## src/design/uael_pkg.sv

```systemverilog
// package: register map, field layout and timing constants for the alarm logger
`default_nettype none
package uael_pkg;
  // axi4-lite byte addresses
  localparam logic [8:0] UAEL_ADDR_CMD = 9'h000;
  localparam logic [8:0] UAEL_ADDR_CTRL = 9'h004;
  localparam logic [8:0] UAEL_ADDR_STATUS = 9'h008;
  localparam logic [8:0] UAEL_ADDR_ERR_CODE = 9'h00c;
  localparam logic [8:0] UAEL_ADDR_LOG_PTR = 9'h010;
  localparam logic [8:0] UAEL_ADDR_SIM_NUM = 9'h014;
  localparam logic [8:0] UAEL_ADDR_FPD_TIME = 9'h018;
  localparam logic [8:0] UAEL_ADDR_FPD_CFG = 9'h01c;
  localparam logic [8:0] UAEL_ADDR_DIAG = 9'h020;
  localparam logic [8:0] UAEL_ADDR_SYSERR = 9'h024;
  localparam logic [8:0] UAEL_ADDR_FLAGS = 9'h040;
  localparam logic [8:0] UAEL_ADDR_LOG = 9'h080;
  // command word fields (write-only, self clearing)
  localparam int UAEL_CMD_NUM_LSB = 0;
  localparam int UAEL_CMD_NONFATAL = 16;
  localparam int UAEL_CMD_FATAL = 17;
  localparam int UAEL_CMD_CLEAR = 18;
  localparam int UAEL_CMD_FPD_START = 19;
  localparam int UAEL_CMD_SYS_NONFATAL = 20;
  localparam int UAEL_CMD_SYS_FATAL = 21;
  // control word fields
  localparam int UAEL_CTRL_PTR_RST = 0;
  localparam int UAEL_CTRL_TEACH = 1;
  localparam int UAEL_CTRL_NO_LOG = 15;
  localparam logic [15:0] UAEL_CTRL_RESET = 16'h0000;
  // status bits
  localparam int UAEL_ST_NONFATAL = 0;
  localparam int UAEL_ST_FATAL = 1;
  localparam int UAEL_ST_HALT = 2;
  localparam int UAEL_ST_CARRY = 3;
  localparam int UAEL_ST_FPD_BUSY = 4;
  // fpd config fields
  localparam int UAEL_FCFG_NUM_LSB = 0;
  localparam int UAEL_FCFG_ALARM_EN = 16;
  localparam int UAEL_FCFG_MSG_DIAG = 17;
  // error codes
  localparam logic [15:0] UAEL_CODE_NONFATAL_BASE = 16'h4100;
  localparam logic [15:0] UAEL_CODE_FATAL_BASE = 16'hc100;
  // simulation number window
  localparam logic [15:0] UAEL_SIM_MIN = 16'h0001;
  localparam logic [15:0] UAEL_SIM_MAX = 16'h01ff;
  // log and flag geometry
  localparam int UAEL_LOG_DEPTH = 20;
  localparam int UAEL_NUM_FLAGS = 512;
  // timing
  localparam int UAEL_CLK_HZ = 10_000_000;
  localparam int UAEL_TICK_US = 100;
  localparam int UAEL_TICK_CYC = UAEL_CLK_HZ / 1_000_000 * UAEL_TICK_US;
  localparam int UAEL_BLINK_TICKS = 2500;
  localparam logic [15:0] UAEL_FPD_TIME_RESET = 16'h0064;
  typedef enum logic [1:0] {
    UAEL_FPD_IDLE = 2'b00,
    UAEL_FPD_RUN = 2'b01,
    UAEL_FPD_DONE = 2'b10
  } uael_fpd_state_t;
endpackage
`default_nettype wire

```

## src/design/uael_logger.sv

```systemverilog
// user alarm raising, error flags, per-number flags, error log and fpd unit
//
// Operation
// - nonfatal continues, fatal halts execution
// - set flag, code word, log, indicator
// - set flag bit for executed alarm number
// - number 00 or clear command clears nonfatal
// - fpd timer sets carry on timeout
// - timeout optionally raises numbered nonfatal alarm
// - diagnosis reports blocking input bit address
// - teaching stores measured time as monitor time
// - log holds latest 20 records
// - pointer increments by one per record
// - pointer reset bit clears pointer
// - sim word 0001..01ff selects number
// - sim number raises given system error
// - sim errors cleared like real, reset
// - storage setting bit 15 suppresses user nonfatal logging, not sim nonfatal
// - suppressed alarms still update flags, code
// - suppression never affects other error logging
// - full log drops oldest, shifts, appends
// - pointer stops at 20 records
`default_nettype none
module uael_logger
  import uael_pkg::*;
#(
  parameter int DIAG_W = 16,
  parameter int BLINK_TICKS = UAEL_BLINK_TICKS
) (
  input wire logic ref_clk,
  input wire logic nrst,
  input wire logic [8:0] s_axi_awaddr,
  input wire logic s_axi_awvalid,
  output logic s_axi_awready,
  input wire logic [31:0] s_axi_wdata,
  input wire logic [3:0] s_axi_wstrb,
  input wire logic s_axi_wvalid,
  output logic s_axi_wready,
  output logic [1:0] s_axi_bresp,
  output logic s_axi_bvalid,
  input wire logic s_axi_bready,
  input wire logic [8:0] s_axi_araddr,
  input wire logic s_axi_arvalid,
  output logic s_axi_arready,
  output logic [31:0] s_axi_rdata,
  output logic [1:0] s_axi_rresp,
  output logic s_axi_rvalid,
  input wire logic s_axi_rready,
  input wire logic diag_out,
  input wire logic [DIAG_W-1:0] diag_inputs,
  output logic err_led,
  output logic prog_halt,
  output logic fpd_carry
);
  // ==========================================================
  // reset release and pin synchronisers
  logic rst_meta_reg, rst_n_reg;
  always_ff @(posedge ref_clk or negedge nrst) begin
    if (!nrst) begin
      rst_meta_reg <= 1'b0;
      rst_n_reg <= 1'b0;
    end else begin
      rst_meta_reg <= 1'b1;
      rst_n_reg <= rst_meta_reg;
    end
  end
  logic dout_meta_reg, dout_reg;
  logic [DIAG_W-1:0] din_meta_reg, din_reg;
  always_ff @(posedge ref_clk or negedge rst_n_reg) begin
    if (!rst_n_reg) begin
      dout_meta_reg <= 1'b0;
      dout_reg <= 1'b0;
      din_meta_reg <= '0;
      din_reg <= '0;
    end else begin
      dout_meta_reg <= diag_out;
      dout_reg <= dout_meta_reg;
      din_meta_reg <= diag_inputs;
      din_reg <= din_meta_reg;
    end
  end
  // ==========================================================
  // axi4-lite write channel
  logic aw_hold_reg, w_hold_reg;
  logic [8:0] awaddr_reg;
  logic [31:0] wdata_reg;
  logic [3:0] wstrb_reg;
  logic wr_go;
  assign wr_go = aw_hold_reg && w_hold_reg && !s_axi_bvalid;
  always_ff @(posedge ref_clk or negedge rst_n_reg) begin
    if (!rst_n_reg) begin
      aw_hold_reg <= 1'b0;
      w_hold_reg <= 1'b0;
      awaddr_reg <= '0;
      wdata_reg <= '0;
      wstrb_reg <= '0;
      s_axi_bvalid <= 1'b0;
    end else begin
      if (s_axi_awvalid && s_axi_awready) begin
        aw_hold_reg <= 1'b1;
        awaddr_reg <= s_axi_awaddr;
      end else if (wr_go) begin
        aw_hold_reg <= 1'b0;
      end
      if (s_axi_wvalid && s_axi_wready) begin
        w_hold_reg <= 1'b1;
        wdata_reg <= s_axi_wdata;
        wstrb_reg <= s_axi_wstrb;
      end else if (wr_go) begin
        w_hold_reg <= 1'b0;
      end
      if (wr_go) begin
        s_axi_bvalid <= 1'b1;
      end else if (s_axi_bready) begin
        s_axi_bvalid <= 1'b0;
      end
    end
  end
  assign s_axi_awready = !aw_hold_reg;
  assign s_axi_wready = !w_hold_reg;
  assign s_axi_bresp = 2'b00;
  // ==========================================================
  // software registers
  logic [15:0] ctrl_reg, simulation_alarm_number_reg, fpd_time_reg;
  logic [31:0] fpd_cfg_reg, cmd_pulse, syserr_reg;
  logic wr_cmd;
  assign wr_cmd = wr_go && awaddr_reg == UAEL_ADDR_CMD && wstrb_reg == 4'hf;
  assign cmd_pulse = wr_cmd ? wdata_reg : 32'h0000_0000;
  logic teach_store;
  logic [15:0] teach_val;
  always_ff @(posedge ref_clk or negedge rst_n_reg) begin
    if (!rst_n_reg) begin
      ctrl_reg <= UAEL_CTRL_RESET;
      simulation_alarm_number_reg <= 16'h0000;
      fpd_time_reg <= UAEL_FPD_TIME_RESET;
      fpd_cfg_reg <= '0;
      syserr_reg <= '0;
    end else begin
      if (wr_go && awaddr_reg == UAEL_ADDR_CTRL) begin
        ctrl_reg <= wdata_reg[15:0];
      end else begin
        ctrl_reg[UAEL_CTRL_PTR_RST] <= 1'b0;
      end
      if (wr_go && awaddr_reg == UAEL_ADDR_SIM_NUM)
        simulation_alarm_number_reg <= wdata_reg[15:0];
      if (wr_go && awaddr_reg == UAEL_ADDR_FPD_CFG)
        fpd_cfg_reg <= wdata_reg;
      if (wr_go && awaddr_reg == UAEL_ADDR_SYSERR)
        syserr_reg <= wdata_reg;
      if (teach_store) begin
        fpd_time_reg <= teach_val;
      end else if (wr_go && awaddr_reg == UAEL_ADDR_FPD_TIME) begin
        fpd_time_reg <= wdata_reg[15:0];
      end
    end
  end
  // ==========================================================
  // failure-point detector
  uael_fpd_state_t fpd_state_reg;
  logic [15:0] fpd_cnt_reg;
  logic [9:0] tick_cnt_reg;
  logic tick;
  logic fpd_timeout;
  logic [15:0] diag_addr_reg;
  assign tick = tick_cnt_reg == 10'(UAEL_TICK_CYC - 1);
  always_ff @(posedge ref_clk or negedge rst_n_reg) begin
    if (!rst_n_reg) begin
      tick_cnt_reg <= '0;
    end else begin
      tick_cnt_reg <= tick ? 10'h000 : tick_cnt_reg + 10'h001;
    end
  end
  assign fpd_timeout = fpd_state_reg == UAEL_FPD_RUN && !dout_reg &&
    !ctrl_reg[UAEL_CTRL_TEACH] && tick && fpd_cnt_reg + 16'h0001 >= fpd_time_reg;
  assign teach_store = fpd_state_reg == UAEL_FPD_RUN && dout_reg &&
    ctrl_reg[UAEL_CTRL_TEACH];
  assign teach_val = fpd_cnt_reg;
  // lowest input that is still off is taken as the blocking one
  logic [15:0] blk_idx;
  always_comb begin
    blk_idx = 16'hffff;
    for (int i = DIAG_W - 1; i >= 0; i--) begin
      if (!din_reg[i]) blk_idx = 16'(i);
    end
  end
  always_ff @(posedge ref_clk or negedge rst_n_reg) begin
    if (!rst_n_reg) begin
      fpd_state_reg <= UAEL_FPD_IDLE;
      fpd_cnt_reg <= '0;
      fpd_carry <= 1'b0;
      diag_addr_reg <= '0;
    end else begin
      case (fpd_state_reg)
        UAEL_FPD_IDLE: begin
          if (cmd_pulse[UAEL_CMD_FPD_START]) begin
            fpd_state_reg <= UAEL_FPD_RUN;
            fpd_cnt_reg <= '0;
            fpd_carry <= 1'b0;
          end
        end
        UAEL_FPD_RUN: begin
          if (dout_reg) begin
            fpd_state_reg <= UAEL_FPD_DONE;
          end else if (fpd_timeout) begin
            fpd_carry <= 1'b1;
            diag_addr_reg <= blk_idx;
            fpd_state_reg <= UAEL_FPD_DONE;
          end else if (tick && fpd_cnt_reg != 16'hffff) begin
            fpd_cnt_reg <= fpd_cnt_reg + 16'h0001;
          end
        end
        UAEL_FPD_DONE: begin
          if (cmd_pulse[UAEL_CMD_FPD_START]) begin
            fpd_state_reg <= UAEL_FPD_RUN;
            fpd_cnt_reg <= '0;
            fpd_carry <= 1'b0;
          end
        end
        default: fpd_state_reg <= UAEL_FPD_IDLE;
      endcase
    end
  end
  // ==========================================================
  // alarm decode
  logic [8:0] cmd_num, alarm_num;
  logic is_sim, nf_go, f_go, nf_clr, raise, do_log, user_nf;
  logic [15:0] code_in;
  assign cmd_num = cmd_pulse[8:0];
  assign is_sim = simulation_alarm_number_reg >= UAEL_SIM_MIN &&
    simulation_alarm_number_reg <= UAEL_SIM_MAX &&
    {7'h00, cmd_num} == simulation_alarm_number_reg;
  assign nf_clr = cmd_pulse[UAEL_CMD_NONFATAL] && cmd_num == 9'h000;
  assign nf_go = (cmd_pulse[UAEL_CMD_NONFATAL] && !nf_clr) ||
    (fpd_timeout && fpd_cfg_reg[UAEL_FCFG_ALARM_EN]);
  assign f_go = cmd_pulse[UAEL_CMD_FATAL];
  assign raise = nf_go || f_go;
  assign alarm_num = cmd_pulse[UAEL_CMD_NONFATAL] || f_go ? cmd_num :
    fpd_cfg_reg[8:0];
  assign user_nf = nf_go && !f_go && !is_sim;
  always_comb begin
    if (is_sim && f_go)
      code_in = syserr_reg[31:16];
    else if (is_sim)
      code_in = syserr_reg[15:0];
    else if (f_go)
      code_in = UAEL_CODE_FATAL_BASE | {7'h00, alarm_num};
    else
      code_in = UAEL_CODE_NONFATAL_BASE | {7'h00, alarm_num};
  end
  assign do_log = raise && !(user_nf && ctrl_reg[UAEL_CTRL_NO_LOG]);
  // ==========================================================
  // flags, code word, per-number flags
  logic nf_flag_reg, f_flag_reg, sys_clr;
  logic [15:0] error_code_word_reg;
  logic [UAEL_NUM_FLAGS-1:0] executed_alarm_number_flags_reg;
  assign sys_clr = cmd_pulse[UAEL_CMD_CLEAR];
  always_ff @(posedge ref_clk or negedge rst_n_reg) begin
    if (!rst_n_reg) begin
      nf_flag_reg <= 1'b0;
      f_flag_reg <= 1'b0;
      prog_halt <= 1'b0;
      error_code_word_reg <= '0;
      executed_alarm_number_flags_reg <= '0;
    end else begin
      if (nf_go && !f_go) begin
        nf_flag_reg <= 1'b1;
      end else if (nf_clr || sys_clr) begin
        nf_flag_reg <= 1'b0;
      end
      if (f_go) begin
        f_flag_reg <= 1'b1;
        prog_halt <= 1'b1;
      end else if (sys_clr) begin
        f_flag_reg <= 1'b0;
        prog_halt <= 1'b0;
      end
      if (raise) begin
        error_code_word_reg <= code_in;
        executed_alarm_number_flags_reg[alarm_num] <= 1'b1;
      end else if (sys_clr) begin
        executed_alarm_number_flags_reg <= '0;
      end
    end
  end
  // ==========================================================
  // error log: code, detail and timestamp per record
  logic [15:0] log_code [UAEL_LOG_DEPTH];
  logic [15:0] log_info [UAEL_LOG_DEPTH];
  logic [31:0] log_time [UAEL_LOG_DEPTH];
  logic [15:0] error_log_pointer_reg;
  logic [31:0] time_reg;
  logic [15:0] info_in;
  assign info_in = fpd_timeout && fpd_cfg_reg[UAEL_FCFG_MSG_DIAG] ?
    blk_idx : {7'h00, alarm_num};
  always_ff @(posedge ref_clk or negedge rst_n_reg) begin
    if (!rst_n_reg) begin
      time_reg <= '0;
    end else if (tick) begin
      time_reg <= time_reg + 32'h0000_0001;
    end
  end
  always_ff @(posedge ref_clk or negedge rst_n_reg) begin
    if (!rst_n_reg) begin
      error_log_pointer_reg <= '0;
    end else if (ctrl_reg[UAEL_CTRL_PTR_RST]) begin
      error_log_pointer_reg <= 16'h0000;
    end else if (do_log &&
      error_log_pointer_reg < 16'(UAEL_LOG_DEPTH)) begin
      error_log_pointer_reg <= error_log_pointer_reg + 16'h0001;
    end
  end
  // storage has no reset; the pointer says which slots are valid
  always_ff @(posedge ref_clk) begin
    if (do_log) begin
      if (error_log_pointer_reg >= 16'(UAEL_LOG_DEPTH)) begin
        for (int i = 0; i < UAEL_LOG_DEPTH - 1; i++) begin
          log_code[i] <= log_code[i+1];
          log_info[i] <= log_info[i+1];
          log_time[i] <= log_time[i+1];
        end
        log_code[UAEL_LOG_DEPTH-1] <= code_in;
        log_info[UAEL_LOG_DEPTH-1] <= info_in;
        log_time[UAEL_LOG_DEPTH-1] <= time_reg;
      end else begin
        log_code[error_log_pointer_reg[4:0]] <= code_in;
        log_info[error_log_pointer_reg[4:0]] <= info_in;
        log_time[error_log_pointer_reg[4:0]] <= time_reg;
      end
    end
  end
  // ==========================================================
  // error indicator
  logic [11:0] blink_cnt_reg;
  logic blink_reg;
  always_ff @(posedge ref_clk or negedge rst_n_reg) begin
    if (!rst_n_reg) begin
      blink_cnt_reg <= '0;
      blink_reg <= 1'b0;
      err_led <= 1'b0;
    end else begin
      if (tick) begin
        if (blink_cnt_reg == 12'(BLINK_TICKS - 1)) begin
          blink_cnt_reg <= '0;
          blink_reg <= !blink_reg;
        end else begin
          blink_cnt_reg <= blink_cnt_reg + 12'h001;
        end
      end
      // steady for fatal, flashing for nonfatal
      err_led <= f_flag_reg || (nf_flag_reg && blink_reg);
    end
  end
  // ==========================================================
  // axi4-lite read channel, one cycle after address accept
  logic [31:0] rd_val;
  logic [8:0] ra;
  logic [4:0] log_rec;
  logic rd_ok;
  assign ra = s_axi_araddr;
  assign log_rec = 5'((ra - UAEL_ADDR_LOG) / 9'h00c);
  always_comb begin
    rd_val = 32'h0000_0000;
    rd_ok = 1'b1;
    if (ra >= UAEL_ADDR_LOG && ra < UAEL_ADDR_LOG + 9'(4 * 3 * UAEL_LOG_DEPTH)
      && ra[1:0] == 2'b00) begin
      case ((ra - UAEL_ADDR_LOG) % 9'h00c)
        9'h000: rd_val = {16'h0000, log_code[log_rec]};
        9'h004: rd_val = {16'h0000, log_info[log_rec]};
        default: rd_val = log_time[log_rec];
      endcase
    end else if (ra >= UAEL_ADDR_FLAGS && ra < UAEL_ADDR_LOG &&
      ra[1:0] == 2'b00) begin
      rd_val = executed_alarm_number_flags_reg[
        {ra[5:2], 5'h00} +: 32];
    end else begin
      case (ra)
        UAEL_ADDR_CMD: rd_val = 32'h0000_0000;
        UAEL_ADDR_CTRL: rd_val = {16'h0000, ctrl_reg};
        UAEL_ADDR_STATUS: rd_val = {27'h0, fpd_state_reg == UAEL_FPD_RUN,
          fpd_carry, prog_halt, f_flag_reg, nf_flag_reg};
        UAEL_ADDR_ERR_CODE: rd_val = {16'h0000, error_code_word_reg};
        UAEL_ADDR_LOG_PTR: rd_val = {16'h0000, error_log_pointer_reg};
        UAEL_ADDR_SIM_NUM: rd_val = {16'h0000, simulation_alarm_number_reg};
        UAEL_ADDR_FPD_TIME: rd_val = {16'h0000, fpd_time_reg};
        UAEL_ADDR_FPD_CFG: rd_val = fpd_cfg_reg;
        UAEL_ADDR_DIAG: rd_val = {16'h0000, diag_addr_reg};
        UAEL_ADDR_SYSERR: rd_val = syserr_reg;
        default: rd_ok = 1'b0;
      endcase
    end
  end
  always_ff @(posedge ref_clk or negedge rst_n_reg) begin
    if (!rst_n_reg) begin
      s_axi_rvalid <= 1'b0;
      s_axi_rdata <= '0;
      s_axi_rresp <= 2'b00;
    end else if (s_axi_arvalid && s_axi_arready) begin
      s_axi_rvalid <= 1'b1;
      s_axi_rdata <= rd_val;
      s_axi_rresp <= rd_ok ? 2'b00 : 2'b10;
    end else if (s_axi_rready) begin
      s_axi_rvalid <= 1'b0;
    end
  end
  assign s_axi_arready = !s_axi_rvalid;
endmodule
`default_nettype wire

```

## config.mk

```make
export PLATFORM = sky130hd
export DESIGN_NAME = uael_logger
export DESIGN_NICKNAME = d
export VERILOG_FILES = /design/src/design/uael_pkg.sv /design/src/design/uael_logger.sv
export SDC_FILE = /design/constraint.sdc
export NUM_CORES = 2
export LEC_CHECK = 0
export BUFFER_PORTS_ARGS = -buffer_cell sky130_fd_sc_hd__buf_2
export CAP_MARGIN = 10
export CELL_PAD_IN_SITES_DETAIL_PLACEMENT = 2
export CELL_PAD_IN_SITES_GLOBAL_PLACEMENT = 2
export CORE_MARGIN = 5
export CORE_UTILIZATION = 34
export DETAILED_ROUTE_END_ITERATION = 7
export HOLD_SLACK_MARGIN = 0.15
export PLACE_DENSITY = 0.68
export SETUP_SLACK_MARGIN = 0.05
export SLEW_MARGIN = 20
export SYNTH_ARGS = -nofsm -noshare
export SYNTH_HDL_FRONTEND = slang
export SYNTH_SLANG_ARGS = --single-unit
```

## constraint.sdc

```tcl
create_clock -name ref_clk -period 34 [get_ports ref_clk]
set_clock_uncertainty 0.2 [all_clocks]
set_input_delay 1.7 -clock ref_clk [delete_from_list [all_inputs] [get_ports ref_clk]]
set_output_delay 1.7 -clock ref_clk [all_outputs]
set_load 0.01 [all_outputs]
```

== Word level (Yosys, flattened, before mapping) ==
Memories as Yosys holds them, arrays and structs flattened.
Cells that the tools add are included.
Operators by class
  $add $sub $neg: 6
  div/mod/pow operators: 2
  $lt $le $gt $ge: 11
  equality and inequality tests: 28
  shift operators: 1
  multiplexer cells: 80
  bitwise operators: 2
  reduce and logical (&&, ||, !) cells: 79
Operators with widths (number)
  two-way mux 512 bit: 2
  bitwise OR 512 bit: 1
  variable part select 512 x 10 -> 32 bit: 1
  two-way mux 16 bit: 30
  one-hot mux 32 bit (9 select lines): 1
  two-way mux 32 bit: 3
  one-hot mux 32 bit (2 select lines): 1
  == test 9 x 5 -> 1 bit, second input constant: 7
  logical AND 1 bit: 37
  logical NOT 9 bit: 4
  adder 16 x 1 -> 16 bit, second input constant: 2
  adder 32 x 1 -> 32 bit, second input constant: 1
  one-hot mux 16 bit (2 select lines): 1
  OR reduction 16 bit: 2
  OR reduction 32 bit: 1
  two-way mux 1 bit: 28
  == test 9 x 3 -> 1 bit, second input constant: 3
  == test 9 x 6 -> 1 bit, second input constant: 3
  two-way mux 20 bit: 1
  nonzero test 2 bit: 10
  == test 9 x 4 -> 1 bit, second input constant: 2
  == test 9 x 16 -> 1 bit: 1
  greater-or-equal comparator 16 x 1 -> 1 bit, second input constant: 1
  greater-or-equal comparator 16 bit: 1
  41 further kinds: 65
Storage, ports and cells
  register bits after elaboration: 868
  memory bits (writable): 1280
  input bits: 78
  output and inout port bits: 44
  logic and storage cells: 247
  memories: 3
Memories
  log_time: depth 20, bits a word 32, rd ports 20, clocked after memory_dff 0, write ports 20, RTL line uael_logger.sv:289  | logic [31:0] log_time [UAEL_LOG_DEPTH];
  log_code: depth 20, bits a word 16, rd ports 20, clocked after memory_dff 0, write ports 20, RTL line uael_logger.sv:287  | logic [15:0] log_code [UAEL_LOG_DEPTH];
  log_info: depth 20, bits a word 16, rd ports 20, clocked after memory_dff 0, write ports 20, RTL line uael_logger.sv:288  | logic [15:0] log_info [UAEL_LOG_DEPTH];

== Depth between registers and ports, before layout ==
  depth in word-level cells: 19
  depth in mapped cells: 23

== Least setup slack after synthesis ==
No wires, ideal clock.
  path type: input port to flip-flop
  from: input port s_axi_araddr[7]
  to: register s_axi_rdata[4]
  arrival: 5.513 ns
  data required time: 33.661 ns
  slack: 28.148 ns
  stages on the path: 20
  buffers on the path: 7
  path through: buf_2 -> buf_2 -> inv_1 -> ha_1 -> buf_2 -> nor2b_1 -> a211oi_1 -> a2111oi_2 -> o21ai_1 -> mux4_2 -> buf_2 -> buf_2 -> buf_2 -> buf_2 -> nand2_1 -> nand3_1 -> nand3_1 -> o221ai_1 -> a2111oi_0 -> a21oi_1
On the way
  cells in the longest elaborated chain, start to end: 5
RTL lines
  from (decl): RTL line uael_logger.sv:42  | input wire logic [8:0] s_axi_araddr,
  subtractor 9 x 8 -> 9 bit, or another cell as far along: RTL line uael_logger.sv:360, uael_logger.sv:366
  divider 9 x 4 -> 9 bit, or another cell as far along: RTL line uael_logger.sv:360  | assign log_rec = 5'((ra - UAEL_ADDR_LOG) / 9'h00c);
  memory read (20 x 32 bit), or another cell as far along
  one-hot mux 32 bit (2 select lines) or two-way mux 32 bit (tied branches): RTL line uael_logger.sv:366, uael_logger.sv:371
  two-way mux 32 bit (*): RTL line uael_logger.sv:364  | if (ra >= UAEL_ADDR_LOG && ra < UAEL_ADDR_LOG + 9'(4 * 3 * UAEL_LOG_DEPTH)
  to (signal assigned): RTL line uael_logger.sv:399  | s_axi_rdata <= rd_val;
  to (decl): RTL line uael_logger.sv:45  | output logic [31:0] s_axi_rdata,
Mark *: on every way between the ends. The rest lies on a longest branch, timed or not.
A chain may end at the register's enable or synchronous reset.

== Final worst setup path ==
  from: input port s_axi_araddr[7]
  to: register s_axi_rdata[1]
The elaborated chain is that of the path after synthesis.

==> run summary <==
Final GP Congestion -> 0.838
Setup TNS -> 0 ns
Relative slew margins -> 0.0981
core area -> 366000 µm²
status -> completed
minimum clock period -> 9.39 ns
CTS Sinks -> 2712
die area -> 380000 µm²
largest family of logic cells by synthesized area -> simple AND/OR/NAND/NOR gates
Final WS setup -> 24.61 ns
HPWL after DPL -> 298 mm
unrepaired setup endpoints after global routing -> no
sequential share of the synthesized area -> 0.618
VDD IR max -> 0.0000471 V
leakage -> 57.1 nW
residual DRC count -> 0
dpl cells -> 15673
1st-pass router iterations -> 6
via count -> 95064
detailed-route wire length -> 510 mm
synthesized instance count -> 10744
WL/cell -> 31.3 µm
CP arrival -> 10.00 ns
NumNets Final -> 11292
XOR/XNOR Fraction of Synth Area -> 0.00477
EDFF count, synth -> 1856
leading cell type in the layout, fill and taps excluded -> nand2_1
WS Path Type -> in -> reg
worst slew pin tran -> 1.34 ns
max FFs per register -> 1024
Crit path required time -> 34.60 ns
share of layout cells above drive strength 1 -> 0.159
Yosys reg bits -> 2712
vias in the first global route -> 102480
startpoint types -> primary input
number of max-cap violations -> 0
Final ANT Viol Nets -> 0
clock tree from TritonCTS -> done
Initial DRC Count -> 9094
fraction of registers with async set/reset -> 0.316
area grow syn2layout -> 15.3%
max frequency -> 106 MHz
synthesized cell area -> 125000 µm²
pin count of the biggest net entering global routing -> 253
most frequent cells in the layout -> nand2_1, edfxtp_1, dfrtp_1
area fraction in compound gates after synthesis -> 0.0929
clock buffer count from CTS -> 317
worst-path maximum fanout -> 63
Initial Utilization -> 0.341
Finished Layout Cells -> 16281
first-pass GRT wire length -> 730 mm
Distinct cells, synth -> 84
Clock transition at path regs -> 0.06 ns
period utilisation layout -> 0.276
Power Density -> 58.8 nW/µm²
Synth Warn # -> 0
post-CTS resize count -> 0
initial antenna violation count -> 46
GR Util All Layers -> 0.259
syn avg cell area -> 11.6 µm²
Final Setup Violations -> 0
Final Max Slew Viols -> 0
dpl ws -> 23.79 ns
Vias/cell -> 5.84
reg-to-reg startpoint -> fpd_cnt_reg[0]
Critical Path Source -> s_axi_araddr[7]
hold crit path type -> reg -> async
Adder-Cell Fraction of Synth Area -> 0.00280
worst skew pair latency -> 0.94 ns
Clock Root Buffer -> clkbuf_16
Buffers on Ports -> 118
predominant post-synthesis flop cell -> edfxtp_1
simple-gate share of the synthesized area -> 0.130
Placement Rows -> 222
Max Buffers Root-to-Sink -> 4
post-synthesis mux area share -> 0.119
Die Ht -> 616 µm
grt total ovfl -> 0
Die W -> 616 µm
Critical Path Sink Type -> flip-flop
# IOs -> 122
# H-tree levels -> 5
Final Hold Vio Count -> 0
cell families (layout without fill, tap and decap cells):
logic type,count (synthesis),in the layout
compound gates,1913,1913
mux,1167,1167
buf+inv,1025,1032
other cells,2,716
simple gates,3829,3829
fa+ha+maj,28,28
flops,2712,2712
xor+xnor,68,68
synth_stat cells, types with 26 or more instances:
cell / instances / area, µm²
mux2i_1: 231 / 2310
a21oi_1: 231 / 1160
nor2_1: 679 / 2550
nand3_1: 584 / 2920
nor3_1: 35 / 175
buf_2: 124 / 621
nor2b_1: 38 / 238
buf_1: 82 / 308
a311oi_1: 63 / 552
xnor2_1: 42 / 368
dfrtp_1: 853 / 21300
inv_1: 73 / 274
mux4_2: 174 / 3920
nand2_1: 2132 / 8000
nand4_1: 104 / 651
clkbuf_1: 725 / 2720
and3_1: 107 / 669
a32oi_1: 35 / 307
mux2_2: 647 / 7290
xor2_1: 26 / 228
o21ai_0: 655 / 3280
o221ai_1: 36 / 315
edfxtp_1: 1856 / 55700
ha_1: 28 / 350
mux2_1: 115 / 1290
a22oi_1: 64 / 480
o22ai_1: 49 / 307
a31oi_1: 621 / 3880
nor4_1: 56 / 350
worst paths after layout:
kind / end / slack [ns] / cells after the start
max: s_axi_rdata[1] / 24.61 / 17
min: executed_alarm_number_flags_reg[312] / 0.12 / 1
max reg2reg: executed_alarm_number_flags_reg[499] / 26.34 / 19
min reg2reg: executed_alarm_number_flags_reg[312] / 0.12 / 1
max in group asynchronous: din_meta_reg[13] / 29.51 / 6
min in group ref_clk: din_reg[1] / 0.15 / 0
repair_timing:
item | CTS | global route
setup endpoints to repair | 0 | 0
buffers inserted | 0 | 0
hold endpoints to repair | 2 | 29
hold buffers | 2 | 2
where the power goes:
group	total [W]	switching, W	leakage, nW	internal, W
logic	0.00119	0.000882	22.6	0.000305
registers	0.00379	0.000121	29.4	0.00367
clock network	0.00350	0.00146	5.10	0.00204
metal layers:
metal,GRT usage,wire [µm]
met5,0,103
met4,0.0931,21000
met3,0.0379,34000
met2,0.436,244000
met1,0.342,211000
cell type report:
class | instances | area, µm²
Tap cell | 4816 | 6030
Inverter | 73 | 274
Fill cell | 37493 | 222000
Sequential cell | 2712 | 77200
Clock buffer | 452 | 8990
Multi-Input combinational cell | 7705 | 47200
Clock inverter | 130 | 1430
Antenna cell | 16 | 40.0
Timing Repair Buffer | 377 | 2810
worst max-delay path, stage by stage:
cell      delay [ns]
buf_2           0.27
inv_1           0.19
ha_1            0.75
nand2b_1        0.26
o21ai_0         0.79
a2111o_2        0.77
o21a_1          0.21
mux4_4          0.78
buf_4           0.71
buf_4           0.86
buf_4           0.57
buf_4           0.69
nand2_1         0.11
a32oi_1         0.21
nand4_1         0.18
a311o_1         0.51
a31oi_1         0.24
through the flow:
stage               utilization  hold WS, ns  instance area [µm²]  power (W)
floorplan                     -        0.131               128000    0.00446
global placement          0.364        0.137               133000    0.00497
detailed placement        0.364        0.136               133000    0.00502
CTS                       0.393        0.151               144000    0.00852
global route              0.393        0.153               144000    0.00875
finish                    0.394        0.121               144000    0.00847
Note: power is estimated with default switching activity, not from simulation.
